==> src/rtl/duct_pkg.sv <==
// duct_pkg: constants, field layouts and carrier types for the debug uart
// control and test-mode block.
// assumes a 32-bit AHB-Lite register window, byte offsets as listed below.
package duct_pkg;

   localparam logic [11:0] OFF_CONTROL_COMMAND   = 12'h000;
   localparam logic [11:0] OFF_MODE_CONFIG       = 12'h004;
   localparam logic [11:0] OFF_IRQ_ENABLE_SET    = 12'h008;
   localparam logic [11:0] OFF_IRQ_ENABLE_CLEAR  = 12'h00C;
   localparam logic [11:0] OFF_IRQ_MASK_VIEW     = 12'h010;
   localparam logic [11:0] OFF_LINE_STATUS       = 12'h014;
   localparam logic [11:0] OFF_RX_HOLDING        = 12'h018;
   localparam logic [11:0] OFF_TX_HOLDING        = 12'h01C;
   localparam logic [11:0] OFF_BAUD_DIVISOR      = 12'h020;
   localparam logic [11:0] OFF_CHIP_IDENT        = 12'h040;
   localparam logic [11:0] OFF_CHIP_IDENT_EXT    = 12'h044;
   localparam logic [11:0] OFF_DMA_FIRST         = 12'h100;
   localparam logic [11:0] OFF_DMA_LAST          = 12'h124;

   // control_command bits
   localparam int CTL_RECEIVER_RESET    = 2;
   localparam int CTL_TRANSMITTER_RESET = 3;
   localparam int CTL_RECEIVER_ON       = 4;
   localparam int CTL_RECEIVER_OFF      = 5;
   localparam int CTL_TRANSMITTER_ON    = 6;
   localparam int CTL_TRANSMITTER_OFF   = 7;
   localparam int CTL_CLEAR_ERROR_FLAGS = 8;

   // mode_config fields
   localparam int MODE_PARITY_LSB = 9;
   localparam int MODE_CHANNEL_TEST_MODE_LSB = 14;

   // line_status / irq mask bit positions
   localparam int ST_RX_CHAR_READY   = 0;
   localparam int ST_TX_HOLDING_FREE = 1;
   localparam int ST_END_RX          = 3;
   localparam int ST_END_TX          = 4;
   localparam int ST_OVERRUN         = 5;
   localparam int ST_FRAMING         = 6;
   localparam int ST_PARITY          = 7;
   localparam int ST_TX_EMPTY        = 9;
   localparam int ST_TX_BUF_EMPTY    = 11;
   localparam int ST_RX_BUF_FULL     = 12;
   localparam int ST_CPU_TO_DBG      = 30;
   localparam int ST_DBG_TO_CPU      = 31;

   localparam int CHIP_EXT_BIT = 31;

   localparam logic [31:0] MASK_IMPLEMENTED = 32'hC000_1AFB;
   localparam logic [31:0] MASK_RESET       = 32'h0000_0000;
   localparam logic [1:0]  CHANNEL_TEST_MODE_RESET     = 2'h0;
   localparam logic [2:0]  PARITY_RESET     = 3'h0;
   localparam logic [15:0] BAUD_RESET       = 16'h0000;
   localparam logic [7:0]  RX_HOLDING_RESET = 8'h00;

   typedef enum logic [1:0] {
      CM_NORMAL = 2'b00,
      CM_ECHO   = 2'b01,
      CM_LOCAL  = 2'b10,
      CM_REMOTE = 2'b11
   } duct_channel_test_mode_t;

   typedef struct packed {
      logic enable;
      logic forced;
      logic odd_or_one;
   } duct_parity_t;

   // to the bit-level receiver and transmitter engines
   typedef struct packed {
      logic         rx_run;
      logic         rx_abort;
      logic         rx_line;
      logic         tx_run;
      logic         tx_abort;
      logic         tx_load_valid;
      logic [7:0]   tx_data;
      duct_parity_t parity;
      logic [15:0]  baud_cd;
   } duct_eng_ctl_t;

   // from the engines
   typedef struct packed {
      logic       rx_valid;
      logic [7:0] rx_data;
      logic       rx_parity_err;
      logic       rx_frame_err;
      logic       tx_take;
      logic       tx_busy;
      logic       tx_line;
   } duct_eng_evt_t;

   typedef struct packed {
      logic end_rx;
      logic end_tx;
      logic tx_buf_empty;
      logic rx_buf_full;
   } duct_dma_status_t;

   typedef struct packed {
      logic        wr;
      logic [3:0]  index;
      logic [31:0] wdata;
   } duct_dma_write_t;

endpackage

==> src/rtl/duct_top.sv <==
// duct_top: register slave, command decode, status and test-mode routing
// for the debug uart; the bit engines and dma channel registers sit outside.
// assumes one 125 MHz clock, engines and debug channel flags on that clock.
//
// Decided for this implementation: the AHB-Lite interface to the registers.
`timescale 1ns/1ps
`default_nettype none

module duct_top #(
   parameter logic [31:0] CHIP_IDENT_VALUE = 32'h0123_4560, // arbitrary value
   parameter logic [31:0] CHIP_EXT_VALUE   = 32'h0000_00A5  // arbitrary value
) (
   input  wire logic                      hclk,
   input  wire logic                      hresetn,
   input  wire logic                      hsel,
   input  wire logic [31:0]               haddr,
   input  wire logic [1:0]                htrans,
   input  wire logic                      hwrite,
   input  wire logic [2:0]                hsize,
   input  wire logic                      hready,
   input  wire logic [31:0]               hwdata,
   output logic [31:0]                    hrdata,
   output logic                           hreadyout,
   output logic                           hresp,
   input  wire logic                      serial_in_pin,
   output logic                           serial_out_pin,
   output duct_pkg::duct_eng_ctl_t        eng_ctl,
   input  wire duct_pkg::duct_eng_evt_t   eng_evt,
   output logic                           rx_dma_req,
   output logic                           tx_dma_req,
   input  wire duct_pkg::duct_dma_status_t dma_status,
   output logic [3:0]                     dma_rd_index,
   input  wire logic [31:0]               dma_rdata,
   output duct_pkg::duct_dma_write_t      dma_write,
   input  wire logic                      dbg_to_cpu_pending,
   input  wire logic                      cpu_to_dbg_pending,
   output logic                           irq
);

   function automatic duct_pkg::duct_parity_t decode_parity(input logic [2:0] f);
      duct_pkg::duct_parity_t p;
      p.enable     = ~f[2];
      p.forced     = f[1];
      p.odd_or_one = f[0];
      return p;
   endfunction

   function automatic logic in_dma_window(input logic [11:0] a);
      return (a >= duct_pkg::OFF_DMA_FIRST) && (a <= duct_pkg::OFF_DMA_LAST);
   endfunction

   // bus capture
   logic        acc;
   logic        wr_pend;
   logic [11:0] wr_addr;
   logic        rd_take;

   // configuration and state
   logic [1:0]  channel_test_mode;
   logic [2:0]  parity_type;
   logic [15:0] baud_cd;
   logic [31:0] irq_mask;
   logic        receiver_on;
   logic        transmitter_on;
   logic        rx_char_ready;
   logic [7:0]  rx_holding;
   logic        overrun_flag;
   logic        framing_flag;
   logic        parity_error_flag;
   logic        tx_hold_full;
   logic [7:0]  tx_holding;
   logic        rx_pin_meta;
   logic        rx_pin_sync;

   // data phase write strobes
   logic        wr_ctrl;
   logic        wr_mode;
   logic        wr_ier;
   logic        wr_idr;
   logic        wr_thr;
   logic        wr_baud;
   logic        rd_rhr;
   logic        receiver_reset;
   logic        transmitter_reset;
   logic        clear_error_flags;
   logic        remote_mode;
   logic        tx_holding_free;
   logic        tx_empty;
   logic [31:0] line_status;
   logic [31:0] next_rdata;

   assign acc     = hsel & htrans[1] & hready;
   assign rd_take = acc & ~hwrite;

   assign wr_ctrl = wr_pend && (wr_addr == duct_pkg::OFF_CONTROL_COMMAND);
   assign wr_mode = wr_pend && (wr_addr == duct_pkg::OFF_MODE_CONFIG);
   assign wr_ier  = wr_pend && (wr_addr == duct_pkg::OFF_IRQ_ENABLE_SET);
   assign wr_idr  = wr_pend && (wr_addr == duct_pkg::OFF_IRQ_ENABLE_CLEAR);
   assign wr_thr  = wr_pend && (wr_addr == duct_pkg::OFF_TX_HOLDING);
   assign wr_baud = wr_pend && (wr_addr == duct_pkg::OFF_BAUD_DIVISOR);
   assign rd_rhr  = rd_take && (haddr[11:0] == duct_pkg::OFF_RX_HOLDING);

   // writing zero to any command bit leaves everything alone
   assign receiver_reset    = wr_ctrl & hwdata[duct_pkg::CTL_RECEIVER_RESET];
   assign transmitter_reset = wr_ctrl & hwdata[duct_pkg::CTL_TRANSMITTER_RESET];
   assign clear_error_flags = wr_ctrl & hwdata[duct_pkg::CTL_CLEAR_ERROR_FLAGS];

   assign remote_mode = (channel_test_mode == duct_pkg::CM_REMOTE);

   // zero wait state slave, always OKAY
   assign hreadyout = 1'b1;
   assign hresp     = 1'b0;

   always_ff @(posedge hclk or negedge hresetn) begin
      if (!hresetn) begin
         wr_pend <= 1'b0;
         wr_addr <= 12'h000;
      end else begin
         wr_pend <= acc & hwrite;
         if (acc) begin
            wr_addr <= haddr[11:0];
         end
      end
   end

   // pin synchroniser
   always_ff @(posedge hclk or negedge hresetn) begin
      if (!hresetn) begin
         rx_pin_meta <= 1'b1;
         rx_pin_sync <= 1'b1;
      end else begin
         rx_pin_meta <= serial_in_pin;
         rx_pin_sync <= rx_pin_meta;
      end
   end

   // mode_config and baud_divisor
   always_ff @(posedge hclk or negedge hresetn) begin
      if (!hresetn) begin
         channel_test_mode <= duct_pkg::CHANNEL_TEST_MODE_RESET;
         parity_type       <= duct_pkg::PARITY_RESET;
         baud_cd           <= duct_pkg::BAUD_RESET;
      end else begin
         if (wr_mode) begin
            channel_test_mode <= hwdata[duct_pkg::MODE_CHANNEL_TEST_MODE_LSB +: 2];
            parity_type       <= hwdata[duct_pkg::MODE_PARITY_LSB +: 3];
         end
         if (wr_baud) begin
            baud_cd <= hwdata[15:0];
         end
      end
   end

   // interrupt mask: set and clear registers, only implemented sources
   always_ff @(posedge hclk or negedge hresetn) begin
      if (!hresetn) begin
         irq_mask <= duct_pkg::MASK_RESET;
      end else if (wr_ier) begin
         irq_mask <= irq_mask | (hwdata & duct_pkg::MASK_IMPLEMENTED);
      end else if (wr_idr) begin
         irq_mask <= irq_mask & ~hwdata;
      end
   end

   // receiver enable; reset then enable in one write leaves it enabled
   always_ff @(posedge hclk or negedge hresetn) begin
      if (!hresetn) begin
         receiver_on <= 1'b0;
      end else if (wr_ctrl) begin
         if (hwdata[duct_pkg::CTL_RECEIVER_OFF]) begin
            receiver_on <= 1'b0;
         end else if (hwdata[duct_pkg::CTL_RECEIVER_ON]) begin
            receiver_on <= 1'b1;
         end else if (hwdata[duct_pkg::CTL_RECEIVER_RESET]) begin
            receiver_on <= 1'b0;
         end
      end
   end

   // transmitter enable
   always_ff @(posedge hclk or negedge hresetn) begin
      if (!hresetn) begin
         transmitter_on <= 1'b0;
      end else if (wr_ctrl) begin
         if (hwdata[duct_pkg::CTL_TRANSMITTER_OFF]) begin
            transmitter_on <= 1'b0;
         end else if (hwdata[duct_pkg::CTL_TRANSMITTER_ON]) begin
            transmitter_on <= 1'b1;
         end else if (hwdata[duct_pkg::CTL_TRANSMITTER_RESET]) begin
            transmitter_on <= 1'b0;
         end
      end
   end

   // receive holding and ready: a new character wins over the read that clears
   always_ff @(posedge hclk or negedge hresetn) begin
      if (!hresetn) begin
         rx_char_ready <= 1'b0;
         rx_holding    <= duct_pkg::RX_HOLDING_RESET;
      end else begin
         if (eng_evt.rx_valid) begin
            rx_char_ready <= 1'b1;
            rx_holding    <= eng_evt.rx_data;
         end else if (rd_rhr || receiver_reset) begin
            rx_char_ready <= 1'b0;
         end
      end
   end

   // error flags, set wins over clear
   always_ff @(posedge hclk or negedge hresetn) begin
      if (!hresetn) begin
         overrun_flag      <= 1'b0;
         framing_flag      <= 1'b0;
         parity_error_flag <= 1'b0;
      end else begin
         if (eng_evt.rx_valid && rx_char_ready && !rd_rhr) begin
            overrun_flag <= 1'b1;
         end else if (clear_error_flags) begin
            overrun_flag <= 1'b0;
         end
         if (eng_evt.rx_valid && eng_evt.rx_frame_err) begin
            framing_flag <= 1'b1;
         end else if (clear_error_flags) begin
            framing_flag <= 1'b0;
         end
         if (eng_evt.rx_valid && eng_evt.rx_parity_err) begin
            parity_error_flag <= 1'b1;
         end else if (clear_error_flags) begin
            parity_error_flag <= 1'b0;
         end
      end
   end

   // transmit holding: a write in the take cycle stays pending as the next char
   always_ff @(posedge hclk or negedge hresetn) begin
      if (!hresetn) begin
         tx_hold_full <= 1'b0;
         tx_holding   <= 8'h00;
      end else begin
         if (wr_thr && transmitter_on) begin
            tx_hold_full <= 1'b1;
            tx_holding   <= hwdata[7:0];
         end else if (transmitter_reset || eng_evt.tx_take) begin
            tx_hold_full <= 1'b0;
         end
      end
   end

   assign tx_holding_free = transmitter_on & ~tx_hold_full;
   assign tx_empty        = tx_holding_free & ~eng_evt.tx_busy;

   assign rx_dma_req = rx_char_ready;
   assign tx_dma_req = tx_holding_free;

   // engine control; a disabled transmitter drains the character in hand, a disabled receiver stops at once
   always_comb begin
      eng_ctl.rx_run        = receiver_on & ~remote_mode;
      eng_ctl.rx_abort      = receiver_reset;
      eng_ctl.tx_run        = (transmitter_on | tx_hold_full | eng_evt.tx_busy)
                              & ~remote_mode;
      eng_ctl.tx_abort      = transmitter_reset;
      eng_ctl.tx_load_valid = tx_hold_full & ~remote_mode;
      eng_ctl.tx_data       = tx_holding;
      eng_ctl.parity        = decode_parity(parity_type);
      eng_ctl.baud_cd       = baud_cd;
      case (channel_test_mode)
         duct_pkg::CM_LOCAL:  eng_ctl.rx_line = eng_evt.tx_line;
         duct_pkg::CM_REMOTE: eng_ctl.rx_line = 1'b1;
         default:             eng_ctl.rx_line = rx_pin_sync;
      endcase
   end

   // serial output, registered so the pin never glitches on mode changes
   always_ff @(posedge hclk or negedge hresetn) begin
      if (!hresetn) begin
         serial_out_pin <= 1'b1;
      end else begin
         case (channel_test_mode)
            duct_pkg::CM_NORMAL: serial_out_pin <= eng_evt.tx_line;
            duct_pkg::CM_ECHO:   serial_out_pin <= rx_pin_sync;
            duct_pkg::CM_LOCAL:  serial_out_pin <= 1'b1;
            duct_pkg::CM_REMOTE: serial_out_pin <= rx_pin_sync;
            default:             serial_out_pin <= 1'b1;
         endcase
      end
   end

   always_comb begin
      line_status = 32'h0000_0000;
      line_status[duct_pkg::ST_RX_CHAR_READY]   = rx_char_ready;
      line_status[duct_pkg::ST_TX_HOLDING_FREE] = tx_holding_free;
      line_status[duct_pkg::ST_END_RX]          = dma_status.end_rx;
      line_status[duct_pkg::ST_END_TX]          = dma_status.end_tx;
      line_status[duct_pkg::ST_OVERRUN]         = overrun_flag;
      line_status[duct_pkg::ST_FRAMING]         = framing_flag;
      line_status[duct_pkg::ST_PARITY]          = parity_error_flag;
      line_status[duct_pkg::ST_TX_EMPTY]        = tx_empty;
      line_status[duct_pkg::ST_TX_BUF_EMPTY]    = dma_status.tx_buf_empty;
      line_status[duct_pkg::ST_RX_BUF_FULL]     = dma_status.rx_buf_full;
      line_status[duct_pkg::ST_CPU_TO_DBG]      = cpu_to_dbg_pending;
      line_status[duct_pkg::ST_DBG_TO_CPU]      = dbg_to_cpu_pending;
   end

   // level interrupt; clearing is by servicing the source
   always_ff @(posedge hclk or negedge hresetn) begin
      if (!hresetn) begin
         irq <= 1'b0;
      end else begin
         irq <= |(line_status & irq_mask);
      end
   end

   // dma channel registers are forwarded into the unit's own window
   assign dma_rd_index = haddr[5:2];

   always_ff @(posedge hclk or negedge hresetn) begin
      if (!hresetn) begin
         dma_write <= '0;
      end else begin
         dma_write.wr    <= wr_pend && in_dma_window(wr_addr);
         dma_write.index <= 4'(((wr_addr - duct_pkg::OFF_DMA_FIRST) >> 2));
         dma_write.wdata <= hwdata;
      end
   end

   // read mux, evaluated in the address phase
   always_comb begin
      next_rdata = 32'h0000_0000;
      case (haddr[11:0])
         duct_pkg::OFF_MODE_CONFIG: begin
            next_rdata[duct_pkg::MODE_CHANNEL_TEST_MODE_LSB +: 2] = channel_test_mode;
            next_rdata[duct_pkg::MODE_PARITY_LSB +: 3] = parity_type;
         end
         duct_pkg::OFF_IRQ_MASK_VIEW: next_rdata = irq_mask;
         duct_pkg::OFF_LINE_STATUS:   next_rdata = line_status;
         duct_pkg::OFF_RX_HOLDING:    next_rdata = {24'h00_0000, rx_holding};
         duct_pkg::OFF_BAUD_DIVISOR:  next_rdata = {16'h0000, baud_cd};
         duct_pkg::OFF_CHIP_IDENT:    next_rdata = CHIP_IDENT_VALUE;
         duct_pkg::OFF_CHIP_IDENT_EXT: begin
            if (CHIP_IDENT_VALUE[duct_pkg::CHIP_EXT_BIT]) begin
               next_rdata = CHIP_EXT_VALUE;
            end else begin
               next_rdata = 32'h0000_0000;
            end
         end
         default: begin
            if (in_dma_window(haddr[11:0])) begin
               next_rdata = dma_rdata;
            end
         end
      endcase
   end

   always_ff @(posedge hclk or negedge hresetn) begin
      if (!hresetn) begin
         hrdata <= 32'h0000_0000;
      end else if (rd_take) begin
         hrdata <= next_rdata;
      end
   end

endmodule

`default_nettype wire

==> config.mk <==
export PLATFORM = sky130hd
export DESIGN_NAME = duct_top
export DESIGN_NICKNAME = d
export VERILOG_FILES = /design/src/rtl/duct_pkg.sv /design/src/rtl/duct_top.sv
export SDC_FILE = /design/constraint.sdc
export NUM_CORES = 1
export LEC_CHECK = 0
export ABC_AREA = 1
export BUFFER_PORTS_ARGS = -buffer_cell sky130_fd_sc_hd__buf_4
export CAP_MARGIN = 20
export CORE_ASPECT_RATIO = 1.2
export CORE_MARGIN = 2
export CORE_UTILIZATION = 46
export DETAILED_ROUTE_END_ITERATION = 8
export PLACE_DENSITY = 0.87
export SYNTH_ARGS = -nofsm -noshare
export SYNTH_HDL_FRONTEND = slang
export SYNTH_SLANG_ARGS = --single-unit
==> constraint.sdc <==
create_clock -name hclk -period 1.4 [get_ports hclk]
set_input_delay 0.28 -clock hclk [delete_from_list [all_inputs] [get_ports hclk]]
set_output_delay 0.28 -clock hclk [all_outputs]
set_load 0.02 [all_outputs]
Yosys cells after proc, flatten, opt, wreduce, memory -nomap -nowiden

Cells that the tools add are included.

Bits in registers: 162
Word-level logic and storage cells: 127
Output and inout bits: 112

$add $sub $neg: 1
Magnitude comparators: 4
Equality and inequality tests: 15
Bitwise gates (word level): 23
Muxes and demuxes: 24
Reduce and logical (&&, ||, !) cells: 37

Operators with widths:

| cell                                                 | count |
|---|---|
| 2-to-1 mux 32 bit                                    | 3 |
| AND 32 bit                                           | 2 |
| one-hot mux 16 bit (4 select lines)                  | 1 |
| one-hot mux 9 bit (6 select lines)                   | 1 |
| == test 12 x 5 -> 1 bit, second input constant       | 4 |
| inverter 32 bit                                      | 1 |
| OR 32 bit                                            | 1 |
| OR reduction 32 bit                                  | 1 |
| == test 12 x 3 -> 1 bit, second input constant       | 2 |
| == test 12 x 4 -> 1 bit, second input constant       | 2 |
| == test 12 x 6 -> 1 bit, second input constant       | 2 |
| == test 12 x 7 -> 1 bit, second input constant       | 2 |
| >= comparator 12 x 9 -> 1 bit, second input constant | 2 |
| <= comparator 12 x 9 -> 1 bit, second input constant | 2 |
| one-hot mux 3 bit (6 select lines)                   | 1 |
| logical AND 1 bit                                    | 15 |
| 2-to-1 mux 1 bit                                     | 14 |
| AND 1 bit                                            | 12 |
| zero test 12 bit                                     | 1 |
| nonzero test 2 bit                                   | 6 |
| one-hot mux 2 bit (5 select lines)                   | 1 |
| one-hot mux 2 bit (4 select lines)                   | 1 |
| OR reduction 4 bit                                   | 2 |
| nonzero test 3 bit                                   | 2 |
| 13 further kinds                                     | 23 |

Depth between registers and ports, before layout

Depth after elaboration: 7
Mapped depth: 11

Worst setup path before layout

OpenSTA, ideal clock, no wires.

Kind: register to output
Start point: register wr_addr[10]
End point: output eng_ctl[28] in the netlist's numbering
Path buffers: 1
Setup slack: -0.082 ns
Required time: 1.120 ns
Cell stages (with the launch flop): 11
Data arrival time: 1.202 ns
Cells stage by stage: dfrtp_1 -> inv_1 -> nand2_1 -> nor2_2 -> nand2_2 -> inv_1 -> nand4_1 -> nor2_1 -> inv_1 -> nor2_1 -> buf_4

Cells in the longest elaborated chain, start to end: 3

Ends and longest elaborated chain:

| what                   | line            | source |
|---|---|---|
| from (decl)            | duct_top.sv:55  | `logic [11:0] wr_addr;` |
| from (signal assigned) | duct_top.sv:121 | `wr_addr <= haddr[11:0];` |
| zero test 12 bit       | duct_top.sv:95  | `assign wr_ctrl = wr_pend && (wr_addr == duct_pkg::OFF_CONTROL_COMMAND);` |
| logical AND 1 bit      | duct_top.sv:95  |  |
| AND 1 bit              | duct_top.sv:105 | `assign transmitter_reset = wr_ctrl & hwdata[duct_pkg::CTL_TRANSMITTER_RESET];` |
| to (decl)              | duct_top.sv:27  | `output duct_pkg::duct_eng_ctl_t eng_ctl,` |

No other way between the ends.

==> results.sh <==
export IMPL_status="finished with violations"
export IMPL_failed_checks="negative setup slack"
export IMPL_syn_avg_cell_area_um2=8.68
export IMPL_r2r_cells=11
export IMPL_stdcell_count=1378
export IMPL_power_switching_mw=3.50
export IMPL_die_x_um=117
export IMPL_grt_max_degree=38
export IMPL_syn_to_final_growth_pct=61.6
export IMPL_seqPwrFrac_pct=42.7
export IMPL_synth_seq_cells=162
export IMPL_clk_path_buf_depth=2
export IMPL_htreeDepth=4
export IMPL_dpl_cell_count=1270
export IMPL_synthesis_area_um2=7070
export IMPL_antenna_found_initial=0
export IMPL_grt_pass1_wl_um=39800
export IMPL_pwr_share_comb_pct=19.0
export IMPL_ys_warn_count=0
export IMPL_worstHoldStart="eng_evt[9]"
export IMPL_regToRegStartpoint="wr_addr[10]$_DFFE_PN0N_"
export IMPL_hold_class="input pin to flop"
export IMPL_cts_buffers=17
export IMPL_first_iter_violations=1001
export IMPL_peakVddDrop_mv=0.861
export IMPL_routedWlPerCell_um=20.9
export IMPL_cts_tree="yes"
export IMPL_drc=0
export IMPL_gp_congestion=0.934
export IMPL_p_per_area_nw_per_um2=1090
export IMPL_core_area_um2=15000
export IMPL_whs_endpoint="rx_holding[4]$_DFFE_PN0P_"
export IMPL_synth_edff_count=0
export IMPL_cp_start_kind="flop"
export IMPL_tightest_slew_ns=0.584
export IMPL_slew_headroom_pct=60.9
export IMPL_synthFlopType="dfrtp_1"
export IMPL_path_clk_slew_ns=0.06
export IMPL_first_pass_iters=7
export IMPL_drive_gt1_share_pct=42.4
export IMPL_final_setup_viol_count=76
export IMPL_cp_max_fo=3
export IMPL_p_sw_share_pct=28.2
export IMPL_critPathCaptureType="output pin"
export IMPL_fin_nets=1288
export IMPL_rsz0062_at_grt="yes"
export IMPL_p_leak_nw=5.71
export IMPL_ioPinCount=239
export IMPL_synth_seq_area_share_pct=57.4
export IMPL_syn_nets=942
export IMPL_root_buffer="clkbuf_16"
export IMPL_async_reset_ff_share_pct=100
export IMPL_maxCapViolations=0
export IMPL_finish_instance_area_um2=11400
export IMPL_p_int_mw=8.92
export IMPL_place_detailed_hpwl_um=16400
export IMPL_gr_total_overflow=0
export IMPL_die_y_um=140
export IMPL_critPathRequiredTime_ns=1.12
export IMPL_finalCritPeriodShare_pct=158
export IMPL_ant_nets=0
export IMPL_cts_sinks=162
export IMPL_die_area_um2=16400
export IMPL_hold_depth=3
export IMPL_dpl_instance_area_um2=9440
export IMPL_fin_skew_ns=0.0141
export IMPL_synth_cell_types=34
export IMPL_syn_inst=815
export IMPL_setup_tns_ns=-36.06
export IMPL_drt_total_wl_um=28700
export IMPL_vias=7721
export IMPL_setup_slack_ns=-0.811
export IMPL_pwr_share_clk_pct=38.3
export IMPL_finalCriticalPeriod_ns=2.21
export IMPL_start_util_pct=47.1
export IMPL_final_hold_viol_count=0
export IMPL_drv_slew=0
export IMPL_first_global_vias=7607
export IMPL_io_buffer_count=212
export IMPL_antenna_cells=0
export IMPL_row_count=49
export IMPL_viasPerCell=5.60
export IMPL_timing_fmax_mhz=452
export IMPL_rrSetupSlack_ns=-0.72
export IMPL_dp_slack_ns=-0.269
export IMPL_grt_total_usage_pct=32.3
export IMPL_criticalPathCategory="flop to output pin"
export IMPL_cp_arrival_ns=1.93
export IMPL_clock_latency_ns=0.44
## power groups by stage
stage          Clock [mW]  Sequential [mW]  Combinational, mW
2_1_floorplan           0             5.61              0.509
3_3_place_gp            0             5.31               1.88
3_5_place_dp            0             5.33               1.93
4_1_cts              4.71             5.25               2.10
5_1_grt              4.96             5.32               2.49
6_report             4.76             5.30               2.36
## cells in the final DEF (no fill, tap or decap), types with 22 or more instances in the layout
cell type	instances
buf_4	277
nand2_1	184
dfrtp_1	157
inv_1	76
nor2_1	70
nand3_1	57
o21ai_2	37
dlygate4sd3_1	34
o21ai_1	30
buf_12	22
## state kept, by name (all words and copies together) (netlist names), 2 cells and up, named ones only
signal             cells
wr_addr               12
dma_write             37
rx_holding             8
channel_test_mode      2
tx_holding             8
parity_type            3
irq_mask              20
hrdata                32
baud_cd               16
## per-stage QoR
step / util, % / total power [mW] / hold slack (ns)
5_1_grt: 76.1 / 12.8 / 0.0759
3_3_place_gp: 62.9 / 7.19 / 0.219
3_5_place_dp: 62.9 / 7.27 / 0.222
4_1_cts: 72.0 / 12.1 / 0.0571
6_report: 76.1 / 12.4 / 0.0658
2_1_floorplan: - / 6.12 / -0.0156
## worst max-delay path by stage
stage | start | end
final | wr_addr[1]$_DFFE_PN0N_ | eng_ctl[28]
after global routing | wr_addr[10]$_DFFE_PN0N_ | eng_ctl[28]
after CTS | wr_addr[10]$_DFFE_PN0N_ | eng_ctl[31]
after detailed placement | haddr[1] | hrdata[10]$_DFFE_PN0P_
after global placement | haddr[1] | hrdata[11]$_DFFE_PN0P_
after floorplan | wr_addr[10]$_DFFE_PN0N_ | eng_ctl[28]
## routing by layer
metal / part of all wire [%] / vias to the layer above / GRT usage (%)
met4: 8.1 / 0 / 19.4
li1: - / 3299 / -
met3: 9.7 / 203 / 9.10
met5: 0 / - / 0
met2: 48 / 621 / 53.5
met1: 35 / 3598 / 36.4
## critical path: stages, from the launching register on
cell and delay (ns):
dfrtp_1 0.42, nor2_4 0.16, nand2_1 0.14, inv_1 0.10
nand4_1 0.16, nor2_4 0.18, inv_2 0.08, nor2_4 0.12
buf_6 0.12
## timing repair
item | in CTS | in global routing
setup buffers | 69 | 16
hold buffers | 34 | 0
resized for setup | 79 | 118
setup endpoints to repair | 75 | 79
pin swaps | 9 | 41
cloned | 4 | 7
endpoints found under the hold margin | 61 | 0
## final cells by class
cell class                      count  area (µm²)
Fill cell                         893        3590
Inverter                           91         344
Sequential cell                   162        4060
Clock buffer                       22         454
Multi-Input combinational cell    533        3040
Clock inverter                     10         134
Timing Repair Buffer              356        3150
Tap cell                          204         255
## kinds of logic after synthesis
| logic type | after synthesis | synth area share (%) |
|---|---|---|
| AOI/OAI and AO/OA | 118 | 8.67 |
| buffers and inverters | 126 | 7.91 |
| DFF | 162 | 57.4 |
| muxes | 2 | 0.318 |
| other | 2 | 0.106 |
| and+or+nand+nor | 405 | 25.6 |
## Yosys cell counts (2+ instances only)
library cell	instances	area, µm²
a21oi_1	16	80.1
a31oi_1	10	62.6
buf_2	12	60.1
buf_4	14	105
buf_6	2	22.5
clkbuf_1	6	22.5
conb_1	2	7.51
dfrtp_1	159	3980
dfstp_2	3	78.8
inv_1	85	319
inv_2	5	18.8
mux2_2	2	22.5
nand2_1	206	773
nand2_2	4	25.0
nand2_4	3	33.8
nand3_1	73	365
nand3_2	2	20.0
nand4_1	9	56.3
nor2_1	78	293
nor2_2	9	56.3
nor2_4	5	56.3
nor3_1	6	30.0
nor3_2	3	30.0
o21ai_0	57	285
o21ai_1	32	160
or2_2	4	25.0
No activity file was read; power rests on OpenSTA's default activity.
